===== config.mk =====
export PLATFORM = sky130hd
export DESIGN_NAME = sleep_mode_clock_gating
export DESIGN_NICKNAME = d
export VERILOG_FILES = /design/src/core/sleep_gate_pkg.sv /design/src/core/sleep_mode_clock_gating.sv /design/src/core/unit_gate_cell.sv
export VERILOG_INCLUDE_DIRS = /design/src /design/src/core
export SDC_FILE = /design/constraint.sdc
export NUM_CORES = 1
export LEC_CHECK = 0
export ABC_CLOCK_PERIOD_IN_PS = 3310
export BUFFER_PORTS_ARGS = -buffer_cell sky130_fd_sc_hd__buf_2
export CORE_MARGIN = 3
export CORE_UTILIZATION = 49
export CTS_CLUSTER_SIZE = 14
export DETAILED_ROUTE_END_ITERATION = 6
export PLACE_DENSITY = 0.94
export SYNTH_ARGS = -nofsm -noshare
export SYNTH_HDL_FRONTEND = slang
export SYNTH_SLANG_ARGS = --single-unit

===== constraint.sdc =====
create_clock -name clk_i -period 3.31 [get_ports clk_i]
set_clock_uncertainty 0.05 [all_clocks]
set_input_delay 0 -clock clk_i [delete_from_list [all_inputs] [get_ports clk_i]]
set_output_delay 0 -clock clk_i [all_outputs]
set_load 0.01 [all_outputs]

===== src/core/sleep_gate_regs.svh =====
// Register offsets, field positions and reset values of the sleep gating block
`ifndef SLEEP_GATE_REGS_SVH
`define SLEEP_GATE_REGS_SVH

`define GATE_ADDR_W        12
`define GATE_DATA_W        32
`define GATE_NUM_UNITS     13

`define SLEEP_GATE_OFS     12'h114
`define GATE_CTRL_OFS      12'h200
`define GATE_STAT_OFS      12'h204
`define GATE_FAULT_OFS     12'h208

`define SLEEP_GATE_RST     32'h0000_0000
`define SLEEP_GATE_WMASK   32'h030f_5037
`define GATE_CTRL_RST      32'h0000_0000
`define GATE_FAULT_RST     32'h0000_0000
`define GATE_CTRL_WMASK    32'h0000_0001
`define AUTO_GATE_BIT      0

`define ASYNC0_BIT         0
`define ASYNC1_BIT         1
`define ASYNC2_BIT         2
`define SYNC0_BIT          4
`define SYNC1_BIT          5
`define TWO_WIRE0_BIT      12
`define TWO_WIRE1_BIT      14
`define GP_CNT0_BIT        16
`define GP_CNT1_BIT        17
`define GP_CNT2_BIT        18
`define GP_CNT3_BIT        19
`define ANA_CMP0_BIT       24
`define ANA_CMP1_BIT       25

`endif


===== src/core/sleep_gate_pkg.sv =====
// Types shared by the sleep gating block
package sleep_gate_pkg;

   typedef enum logic [1:0] {
      MODE_RUN   = 2'b00,
      MODE_SLEEP = 2'b01,
      MODE_DEEP  = 2'b10
   } power_mode_t;

   typedef logic [31:0] gate_word_t;

endpackage


===== src/core/sleep_mode_clock_gating.sv =====
// Sleep-mode peripheral clock gating register and per-unit clock enables
//
// Overview of operation
// - One 32-bit sleep gating register, 0x114
// - Set bit clocks unit, clear bit stops
// - Access to unclocked unit answers bus fault
// - All enables read zero after reset
// - Bits 25, 24 gate analog comparators
// - Bits 19..16 gate general counters 3..0
// - Bits 14, 12 gate two-wire ports
// - Bits 5, 4 gate synchronous serial
// - Bits 2..0 gate asynchronous serial ports
// - Reserved bits read zero, ignore writes
// - Used only in sleep with auto gating
`timescale 1ns/1ps
`include "sleep_gate_regs.svh"
module sleep_mode_clock_gating
   import sleep_gate_pkg::*;
(
   // Clock and reset
   input  wire logic        clk_i,
   input  wire logic        rst_i,
   // Register port
   input  wire logic [11:0] addr_i,
   input  wire logic [31:0] wdata_i,
   input  wire logic        we_i,
   input  wire logic        re_i,
   output logic      [31:0] rdata_o,
   // Power state and companion gating words
   input  wire logic        sleep_i,
   input  wire logic        deep_sleep_i,
   input  wire logic [31:0] run_enables_i,
   input  wire logic [31:0] deep_enables_i,
   // Bus accesses aimed at each unit
   input  wire logic        async0_access_i,
   input  wire logic        async1_access_i,
   input  wire logic        async2_access_i,
   input  wire logic        sync0_access_i,
   input  wire logic        sync1_access_i,
   input  wire logic        two_wire0_access_i,
   input  wire logic        two_wire1_access_i,
   input  wire logic        gp_cnt0_access_i,
   input  wire logic        gp_cnt1_access_i,
   input  wire logic        gp_cnt2_access_i,
   input  wire logic        gp_cnt3_access_i,
   input  wire logic        ana_cmp0_access_i,
   input  wire logic        ana_cmp1_access_i,
   // Clock enables toward each unit
   output logic             async_serial0_gate_o,
   output logic             async_serial1_gate_o,
   output logic             async_serial2_gate_o,
   output logic             sync_serial0_gate_o,
   output logic             sync_serial1_gate_o,
   output logic             two_wire_port0_gate_o,
   output logic             two_wire_port1_gate_o,
   output logic             gp_counter0_gate_o,
   output logic             gp_counter1_gate_o,
   output logic             gp_counter2_gate_o,
   output logic             gp_counter3_gate_o,
   output logic             analog_cmp0_gate_o,
   output logic             analog_cmp1_gate_o,
   // Bus fault answers, one cycle after the access
   output logic             async0_fault_o,
   output logic             async1_fault_o,
   output logic             async2_fault_o,
   output logic             sync0_fault_o,
   output logic             sync1_fault_o,
   output logic             two_wire0_fault_o,
   output logic             two_wire1_fault_o,
   output logic             gp_cnt0_fault_o,
   output logic             gp_cnt1_fault_o,
   output logic             gp_cnt2_fault_o,
   output logic             gp_cnt3_fault_o,
   output logic             ana_cmp0_fault_o,
   output logic             ana_cmp1_fault_o,
   // Plain sleep flag, low in run and deep sleep
   output logic             in_sleep_o
);

   localparam int NUM_UNITS = `GATE_NUM_UNITS;

   // Bit position of each unit inside a gating word
   function automatic int unit_bit(input int idx);
      int pos;
      pos = 0;
      case (idx)
         0:       pos = `ASYNC0_BIT;
         1:       pos = `ASYNC1_BIT;
         2:       pos = `ASYNC2_BIT;
         3:       pos = `SYNC0_BIT;
         4:       pos = `SYNC1_BIT;
         5:       pos = `TWO_WIRE0_BIT;
         6:       pos = `TWO_WIRE1_BIT;
         7:       pos = `GP_CNT0_BIT;
         8:       pos = `GP_CNT1_BIT;
         9:       pos = `GP_CNT2_BIT;
         10:      pos = `GP_CNT3_BIT;
         11:      pos = `ANA_CMP0_BIT;
         12:      pos = `ANA_CMP1_BIT;
         default: pos = 0;
      endcase
      return pos;
   endfunction

   // Register state
   gate_word_t    sleep_gate_q;
   gate_word_t    sleep_gate_d;
   gate_word_t    ctrl_q;
   gate_word_t    ctrl_d;
   gate_word_t    fault_log_q;
   gate_word_t    fault_log_d;
   gate_word_t    rdata_q;
   gate_word_t    rdata_d;
   power_mode_t   mode_q;
   power_mode_t   mode_d;

   // Unit-side vectors
   gate_word_t                 eff_enables;
   gate_word_t                 gate_word;
   gate_word_t                 fault_word;
   logic       [NUM_UNITS-1:0] unit_access;
   logic       [NUM_UNITS-1:0] unit_enable;
   logic       [NUM_UNITS-1:0] unit_clk_en;
   logic       [NUM_UNITS-1:0] unit_fault;

   logic auto_gate;
   logic hit_sleep;
   logic hit_ctrl;
   logic hit_stat;
   logic hit_fault;

   assign auto_gate = ctrl_q[`AUTO_GATE_BIT];
   assign hit_sleep = (addr_i == `SLEEP_GATE_OFS);
   assign hit_ctrl  = (addr_i == `GATE_CTRL_OFS);
   assign hit_stat  = (addr_i == `GATE_STAT_OFS);
   assign hit_fault = (addr_i == `GATE_FAULT_OFS);

   // Power mode; deep sleep outranks plain sleep
   always_comb begin
      if (deep_sleep_i) begin
         mode_d = MODE_DEEP;
      end else if (sleep_i) begin
         mode_d = MODE_SLEEP;
      end else begin
         mode_d = MODE_RUN;
      end
   end

   always_ff @(posedge clk_i) begin
      if (rst_i) begin
         mode_q <= MODE_RUN;
      end else begin
         mode_q <= mode_d;
      end
   end

   // Pick the gating word that governs the present mode. Without auto
   // gating the run word stays in force through every sleep state.
   always_comb begin
      case (mode_q)
         MODE_RUN: begin
            eff_enables = run_enables_i;
         end
         MODE_SLEEP: begin
            eff_enables = auto_gate ? sleep_gate_q : run_enables_i;
         end
         MODE_DEEP: begin
            eff_enables = auto_gate ? deep_enables_i : run_enables_i;
         end
         default: begin
            eff_enables = run_enables_i;
         end
      endcase
   end

   // Register writes; reserved bits are masked away
   always_comb begin
      sleep_gate_d = sleep_gate_q;
      ctrl_d       = ctrl_q;
      if (we_i && hit_sleep) begin
         sleep_gate_d = wdata_i & `SLEEP_GATE_WMASK;
      end
      if (we_i && hit_ctrl) begin
         ctrl_d = wdata_i & `GATE_CTRL_WMASK;
      end
   end

   // Fault log: write one to clear, a new fault in the same cycle wins
   always_comb begin
      fault_log_d = fault_log_q;
      if (we_i && hit_fault) begin
         fault_log_d = fault_log_q & ~wdata_i;
      end
      fault_log_d = fault_log_d | fault_word;
   end

   // Read data stands for the one cycle after the read strobe
   always_comb begin
      rdata_d = '0;
      if (re_i) begin
         if (hit_sleep) begin
            rdata_d = sleep_gate_q & `SLEEP_GATE_WMASK;
         end else if (hit_ctrl) begin
            rdata_d = ctrl_q;
         end else if (hit_stat) begin
            rdata_d = gate_word;
         end else if (hit_fault) begin
            rdata_d = fault_log_q;
         end else begin
            rdata_d = '0;
         end
      end
   end

   always_ff @(posedge clk_i) begin
      if (rst_i) begin
         sleep_gate_q <= `SLEEP_GATE_RST;
         ctrl_q       <= `GATE_CTRL_RST;
         fault_log_q  <= `GATE_FAULT_RST;
         rdata_q      <= '0;
      end else begin
         sleep_gate_q <= sleep_gate_d;
         ctrl_q       <= ctrl_d;
         fault_log_q  <= fault_log_d;
         rdata_q      <= rdata_d;
      end
   end

   assign rdata_o = rdata_q;

   // Gather the per-unit accesses in bit order of the unit list
   assign unit_access[0]  = async0_access_i;
   assign unit_access[1]  = async1_access_i;
   assign unit_access[2]  = async2_access_i;
   assign unit_access[3]  = sync0_access_i;
   assign unit_access[4]  = sync1_access_i;
   assign unit_access[5]  = two_wire0_access_i;
   assign unit_access[6]  = two_wire1_access_i;
   assign unit_access[7]  = gp_cnt0_access_i;
   assign unit_access[8]  = gp_cnt1_access_i;
   assign unit_access[9]  = gp_cnt2_access_i;
   assign unit_access[10] = gp_cnt3_access_i;
   assign unit_access[11] = ana_cmp0_access_i;
   assign unit_access[12] = ana_cmp1_access_i;

   // One gate cell per unit
   for (genvar g = 0; g < NUM_UNITS; g++) begin : g_unit
      assign unit_enable[g] = eff_enables[unit_bit(g)];
      unit_gate_cell u_cell (
         .clk_i    (clk_i),
         .rst_i    (rst_i),
         .enable_i (unit_enable[g]),
         .access_i (unit_access[g]),
         .clk_en_o (unit_clk_en[g]),
         .fault_o  (unit_fault[g])
      );
   end

   // Live enables and faults laid out in register bit positions
   always_comb begin
      gate_word  = '0;
      fault_word = '0;
      for (int i = 0; i < NUM_UNITS; i++) begin
         gate_word[unit_bit(i)]  = unit_clk_en[i];
         fault_word[unit_bit(i)] = unit_fault[i];
      end
   end

   assign async_serial0_gate_o  = unit_clk_en[0];
   assign async_serial1_gate_o  = unit_clk_en[1];
   assign async_serial2_gate_o  = unit_clk_en[2];
   assign sync_serial0_gate_o   = unit_clk_en[3];
   assign sync_serial1_gate_o   = unit_clk_en[4];
   assign two_wire_port0_gate_o = unit_clk_en[5];
   assign two_wire_port1_gate_o = unit_clk_en[6];
   assign gp_counter0_gate_o    = unit_clk_en[7];
   assign gp_counter1_gate_o    = unit_clk_en[8];
   assign gp_counter2_gate_o    = unit_clk_en[9];
   assign gp_counter3_gate_o    = unit_clk_en[10];
   assign analog_cmp0_gate_o    = unit_clk_en[11];
   assign analog_cmp1_gate_o    = unit_clk_en[12];

   assign async0_fault_o    = unit_fault[0];
   assign async1_fault_o    = unit_fault[1];
   assign async2_fault_o    = unit_fault[2];
   assign sync0_fault_o     = unit_fault[3];
   assign sync1_fault_o     = unit_fault[4];
   assign two_wire0_fault_o = unit_fault[5];
   assign two_wire1_fault_o = unit_fault[6];
   assign gp_cnt0_fault_o   = unit_fault[7];
   assign gp_cnt1_fault_o   = unit_fault[8];
   assign gp_cnt2_fault_o   = unit_fault[9];
   assign gp_cnt3_fault_o   = unit_fault[10];
   assign ana_cmp0_fault_o  = unit_fault[11];
   assign ana_cmp1_fault_o  = unit_fault[12];

   assign in_sleep_o = (mode_q == MODE_SLEEP);

endmodule


===== src/core/unit_gate_cell.sv =====
// One unit's clock enable and its access fault flag
`timescale 1ns/1ps
module unit_gate_cell (
   // Clock and reset
   input  wire logic clk_i,
   input  wire logic rst_i,
   // Requested enable and bus access to the unit
   input  wire logic enable_i,
   input  wire logic access_i,
   // Clock enable and fault answer
   output logic      clk_en_o,
   output logic      fault_o
);

   logic clk_en_q;
   logic clk_en_d;
   logic fault_q;
   logic fault_d;

   // Enable changes only on a rising edge, so the unit never sees a
   // shortened clock pulse
   always_comb begin
      clk_en_d = enable_i;
      fault_d  = access_i & ~clk_en_q;
   end

   always_ff @(posedge clk_i) begin
      if (rst_i) begin
         clk_en_q <= 1'b0;
         fault_q  <= 1'b0;
      end else begin
         clk_en_q <= clk_en_d;
         fault_q  <= fault_d;
      end
   end

   assign clk_en_o = clk_en_q;
   assign fault_o  = fault_q;

endmodule


==> flow_metrics.py <==
metrics = {
    "sta": {
        "finalWorstSetupSlack_ns": 0.544,
        "finalMaxSlewViolations": 0,
        "fin_crit_sh": 0.836,
        "grt_setup_unrepaired": "false",
        "post-route-min-period_ns": 2.77,
        "tns_ns": 0,
        "setup-violations-final": 0,
        "relSlewSlack": 0.207,
        "max_freq_mhz": 362,
        "worst_pin_slew_ns": 1.19,
        "hold_violations": 0,
    },
    "setup_path": {
        "reg2reg_to": "g_unit[7].u_cell.clk_en_o$_SDFF_PP0_",
        "critPathRequiredTime_ns": 3.56,
        "crit_chain": "inv_1, ha_1, nor2_1, o21bai_1, buf_4, a22oi_1, dlygate4sd3_1, nor2_1",
        "crit_slowest_cell": "dlygate4sd3_1",
        "arrival_ns": 3.02,
        "cp_common_cell": "nor2_1",
        "timing.rr.start": "mode_q[0]$_SDFF_PP0_",
        "cp-start-kind": "register",
        "worstSetupPathType": "register to register",
        "r2r_slack_ns": 0.54,
        "worst_path_largest_cell_delay_ns": 0.66,
        "endpoint_kind": "register",
        "r2r_cells": 8,
        "path_max_fanout": 14,
    },
    "final_layout": {
        "area.sequential_mm2": 0.00212,
        "drive_above_1_share": 0.300,
        "syn_to_final_growth_pct": 44.7,
        "antenna_cells": 0,
        "multiInputGateArea_mm2": 0.00153,
        "fillCellCount": 509,
        "fin_cells": 682,
        "fin_nets": 708,
    },
    "die": {
        "die_w_um": 94.6,
        "initial_core_util": 0.516,
        "io_pins": 186,
        "die-height_um": 94.6,
        "core.rowCount": 31,
        "core_mm2": 0.00745,
        "dieArea_mm2": 0.00894,
    },
    "placement": {
        "preCtsSetupSlack_ns": 1.19,
        "hpwl_mm": 7.34,
        "gp_congestion": 0.796,
        "io_buffers": 147,
        "place_inst": 591,
    },
    "detailed_routing": {
        "wl_mm": 12.4,
        "dr_total_vias": 3757,
        "vias_per_cell": 5.51,
        "drc": 0,
        "wl_per_cell_um": 18.2,
        "dr.pass1.iters": 5,
        "detail-route-antenna-nets": 0,
        "drtIter0Drc": 192,
    },
    "clock_tree": {
        "clkTransAtPathRegs_ns": 0.10,
        "cts_resized": 0,
        "cts.sinks": 106,
        "clk_latency_ns": 0.36,
        "cts-root-buf": "clkbuf_8",
        "clockBufferDepth": 2,
        "cts_tree": "done",
        "htreeDepth": 3,
        "cts_buffers": 9,
        "hold_buffers": 76,
        "postCtsSetupBuffers": 0,
    },
    "job": {
        "maxCapViolations": 0,
    },
    "power_and_ir_drop": {
        "swShare": 0.240,
        "internal-power_mw": 1.78,
        "p_per_area_mw_per_mm2": 420,
        "comb_power_share": 0.119,
        "power_frac_clock": 0.312,
        "power.leakage_nw": 2.63,
        "pwr-share-seq": 0.569,
        "p_sw_mw": 0.561,
        "peakVddDrop_uv": 225,
    },
    "min_path": {
        "min_path_type": "input pin to register",
        "worst_hold_path.endpoint": "ctrl_q[0]$_SDFFE_PP0P_",
        "min_from": "addr_i[11]",
        "hold_depth": 4,
    },
    "logic_synthesis": {
        "async_reset_ff_frac": 0,
        "synth-seq-cells": 106,
        "synth_edf_count": 0,
        "syn-cell-area_mm2": 0.00384,
        "ys_types": 34,
        "yosysWarnings": 0,
        "synth_nets": 494,
        "syn-instance-count": 365,
        "avgSynthCellArea_um2": 10.5,
        "yosys_most_used_dff": "dfxtp_1",
        "synth_seq_area_share": 0.552,
    },
    "global_route": {
        "antenna_found_initial": 0,
        "grt_pass1_wl_mm": 18.9,
        "grt_max_degree": 76,
        "gr-total-overflow": 0,
        "grt_pass1_vias": 3932,
        "grtUsageTotal": 0.280,
    },
    "outcome": {
        "status": "complete, no violations",
    },
}
-- critical path, delay by kind of cell (launching register included) --
kind | cells | cell delay, ns
flops | 1 | 0.33
compound gates | 2 | 0.56
simple gates | 2 | 0.20
buf+inv | 3 | 1.00
fa+ha+maj | 1 | 0.57
-- worst max-delay path by stage --
stage	from	end	cells after the start
after CTS	mode_q[0]$_SDFF_PP0_	g_unit[4].u_cell.clk_en_o$_SDFF_PP0_	8
after floorplan	mode_q[1]$_SDFF_PP0_	g_unit[0].u_cell.clk_en_o$_SDFF_PP0_	7
after detailed placement	mode_q[0]$_SDFF_PP0_	g_unit[4].u_cell.clk_en_o$_SDFF_PP0_	7
after global routing	mode_q[1]$_SDFF_PP0_	g_unit[8].u_cell.clk_en_o$_SDFF_PP0_	8
after global placement	mode_q[0]$_SDFF_PP0_	g_unit[0].u_cell.clk_en_o$_SDFF_PP0_	7
final	mode_q[0]$_SDFF_PP0_	g_unit[7].u_cell.clk_en_o$_SDFF_PP0_	8
-- Yosys cell counts (6+ instances only) --
library cell | number | share of area
dfxtp_1 | 106 | 0.55
nor2_1 | 42 | 0.041
a22o_1 | 25 | 0.057
nand2b_1 | 21 | 0.034
a21oi_1 | 20 | 0.026
and3_1 | 19 | 0.031
clkbuf_1 | 16 | 0.016
inv_1 | 15 | 0.015
mux2i_1 | 14 | 0.036
nor3b_1 | 14 | 0.027
a22oi_1 | 13 | 0.025
a311oi_1 | 13 | 0.030
a32o_1 | 12 | 0.031
buf_2 | 6 | 0.0078
-- power by group through the flow --
stage	clock network (mW)	logic, mW	registers (mW)
finish	0.728	0.279	1.33
global route	0.789	0.298	1.33
CTS	0.739	0.267	1.33
detailed placement	0	0.190	1.36
global placement	0	0.183	1.36
floorplan	0	0.0813	1.36
-- cell type report --
| cell class | count | share of cell area |
|---|---|---|
| inverter | 15 | 0.0101 |
| tap | 99 | 0.0223 |
| clock inverter | 4 | 0.00495 |
| clock buffer | 11 | 0.0272 |
| multi-input combinational | 217 | 0.275 |
| timing repair buffer | 230 | 0.279 |
| sequential | 106 | 0.382 |
-- metal layers --
metal / share of wire / up-vias / GRT usage
met4: 0.051 / 0 / 0.180
met3: 0.062 / 54 / 0.0558
met1: 0.36 / 1781 / 0.289
li1: - / 1734 / -
met2: 0.52 / 188 / 0.512
met5: 0 / - / 0
-- metrics by stage --
stage | utilization | instance area, µm² | total power [mW] | hold WS, ns
after floorplan | - | 3840 | 1.44 | 0.0258
after global placement | 0.620 | 4620 | 1.54 | 0.122
after detailed placement | 0.620 | 4620 | 1.55 | 0.130
after CTS | 0.746 | 5560 | 2.33 | 0.00884
after global routing | 0.746 | 5560 | 2.42 | 0.0284
final | 0.746 | 5560 | 2.34 | 0.0126
-- kinds of logic after synthesis --
group	count (synthesis)	share of synthesized area
buffers and inverters	42	0.0498
AOI/OAI and AO/OA	87	0.176
muxes	14	0.0365
DFF	106	0.552
adders and majority gates	2	0.00651
and+or+nand+nor	114	0.179
-- layout by cell type (no fill, tap or decap), drive strengths merged, types with 2 or more instances in the layout --
cell type and n:
buf 154, a21oi 20, a22oi 13, ha 2
a32o 12, nand2 2, nor2 42, clkinvlp 3
clkbuf 11, nor3b 15, nor2b 3, inv 15
nand2b 21, and3 19, a22o 25, and2 3
a311oi 13, dlygate4sd3 76, nand4 2, o21ai 2
dfxtp 106, mux2i 14
-- sequential cells by signal, summed over array words and instances, names as in the netlist --
name                    cells
ctrl_q                      1
rdata_o                    32
g_unit.u_cell.fault_o      13
mode_q                      2
g_unit.u_cell.clk_en_o     13
fault_log_q                32
sleep_gate_q               13
(Power assumes the default switching activity.)
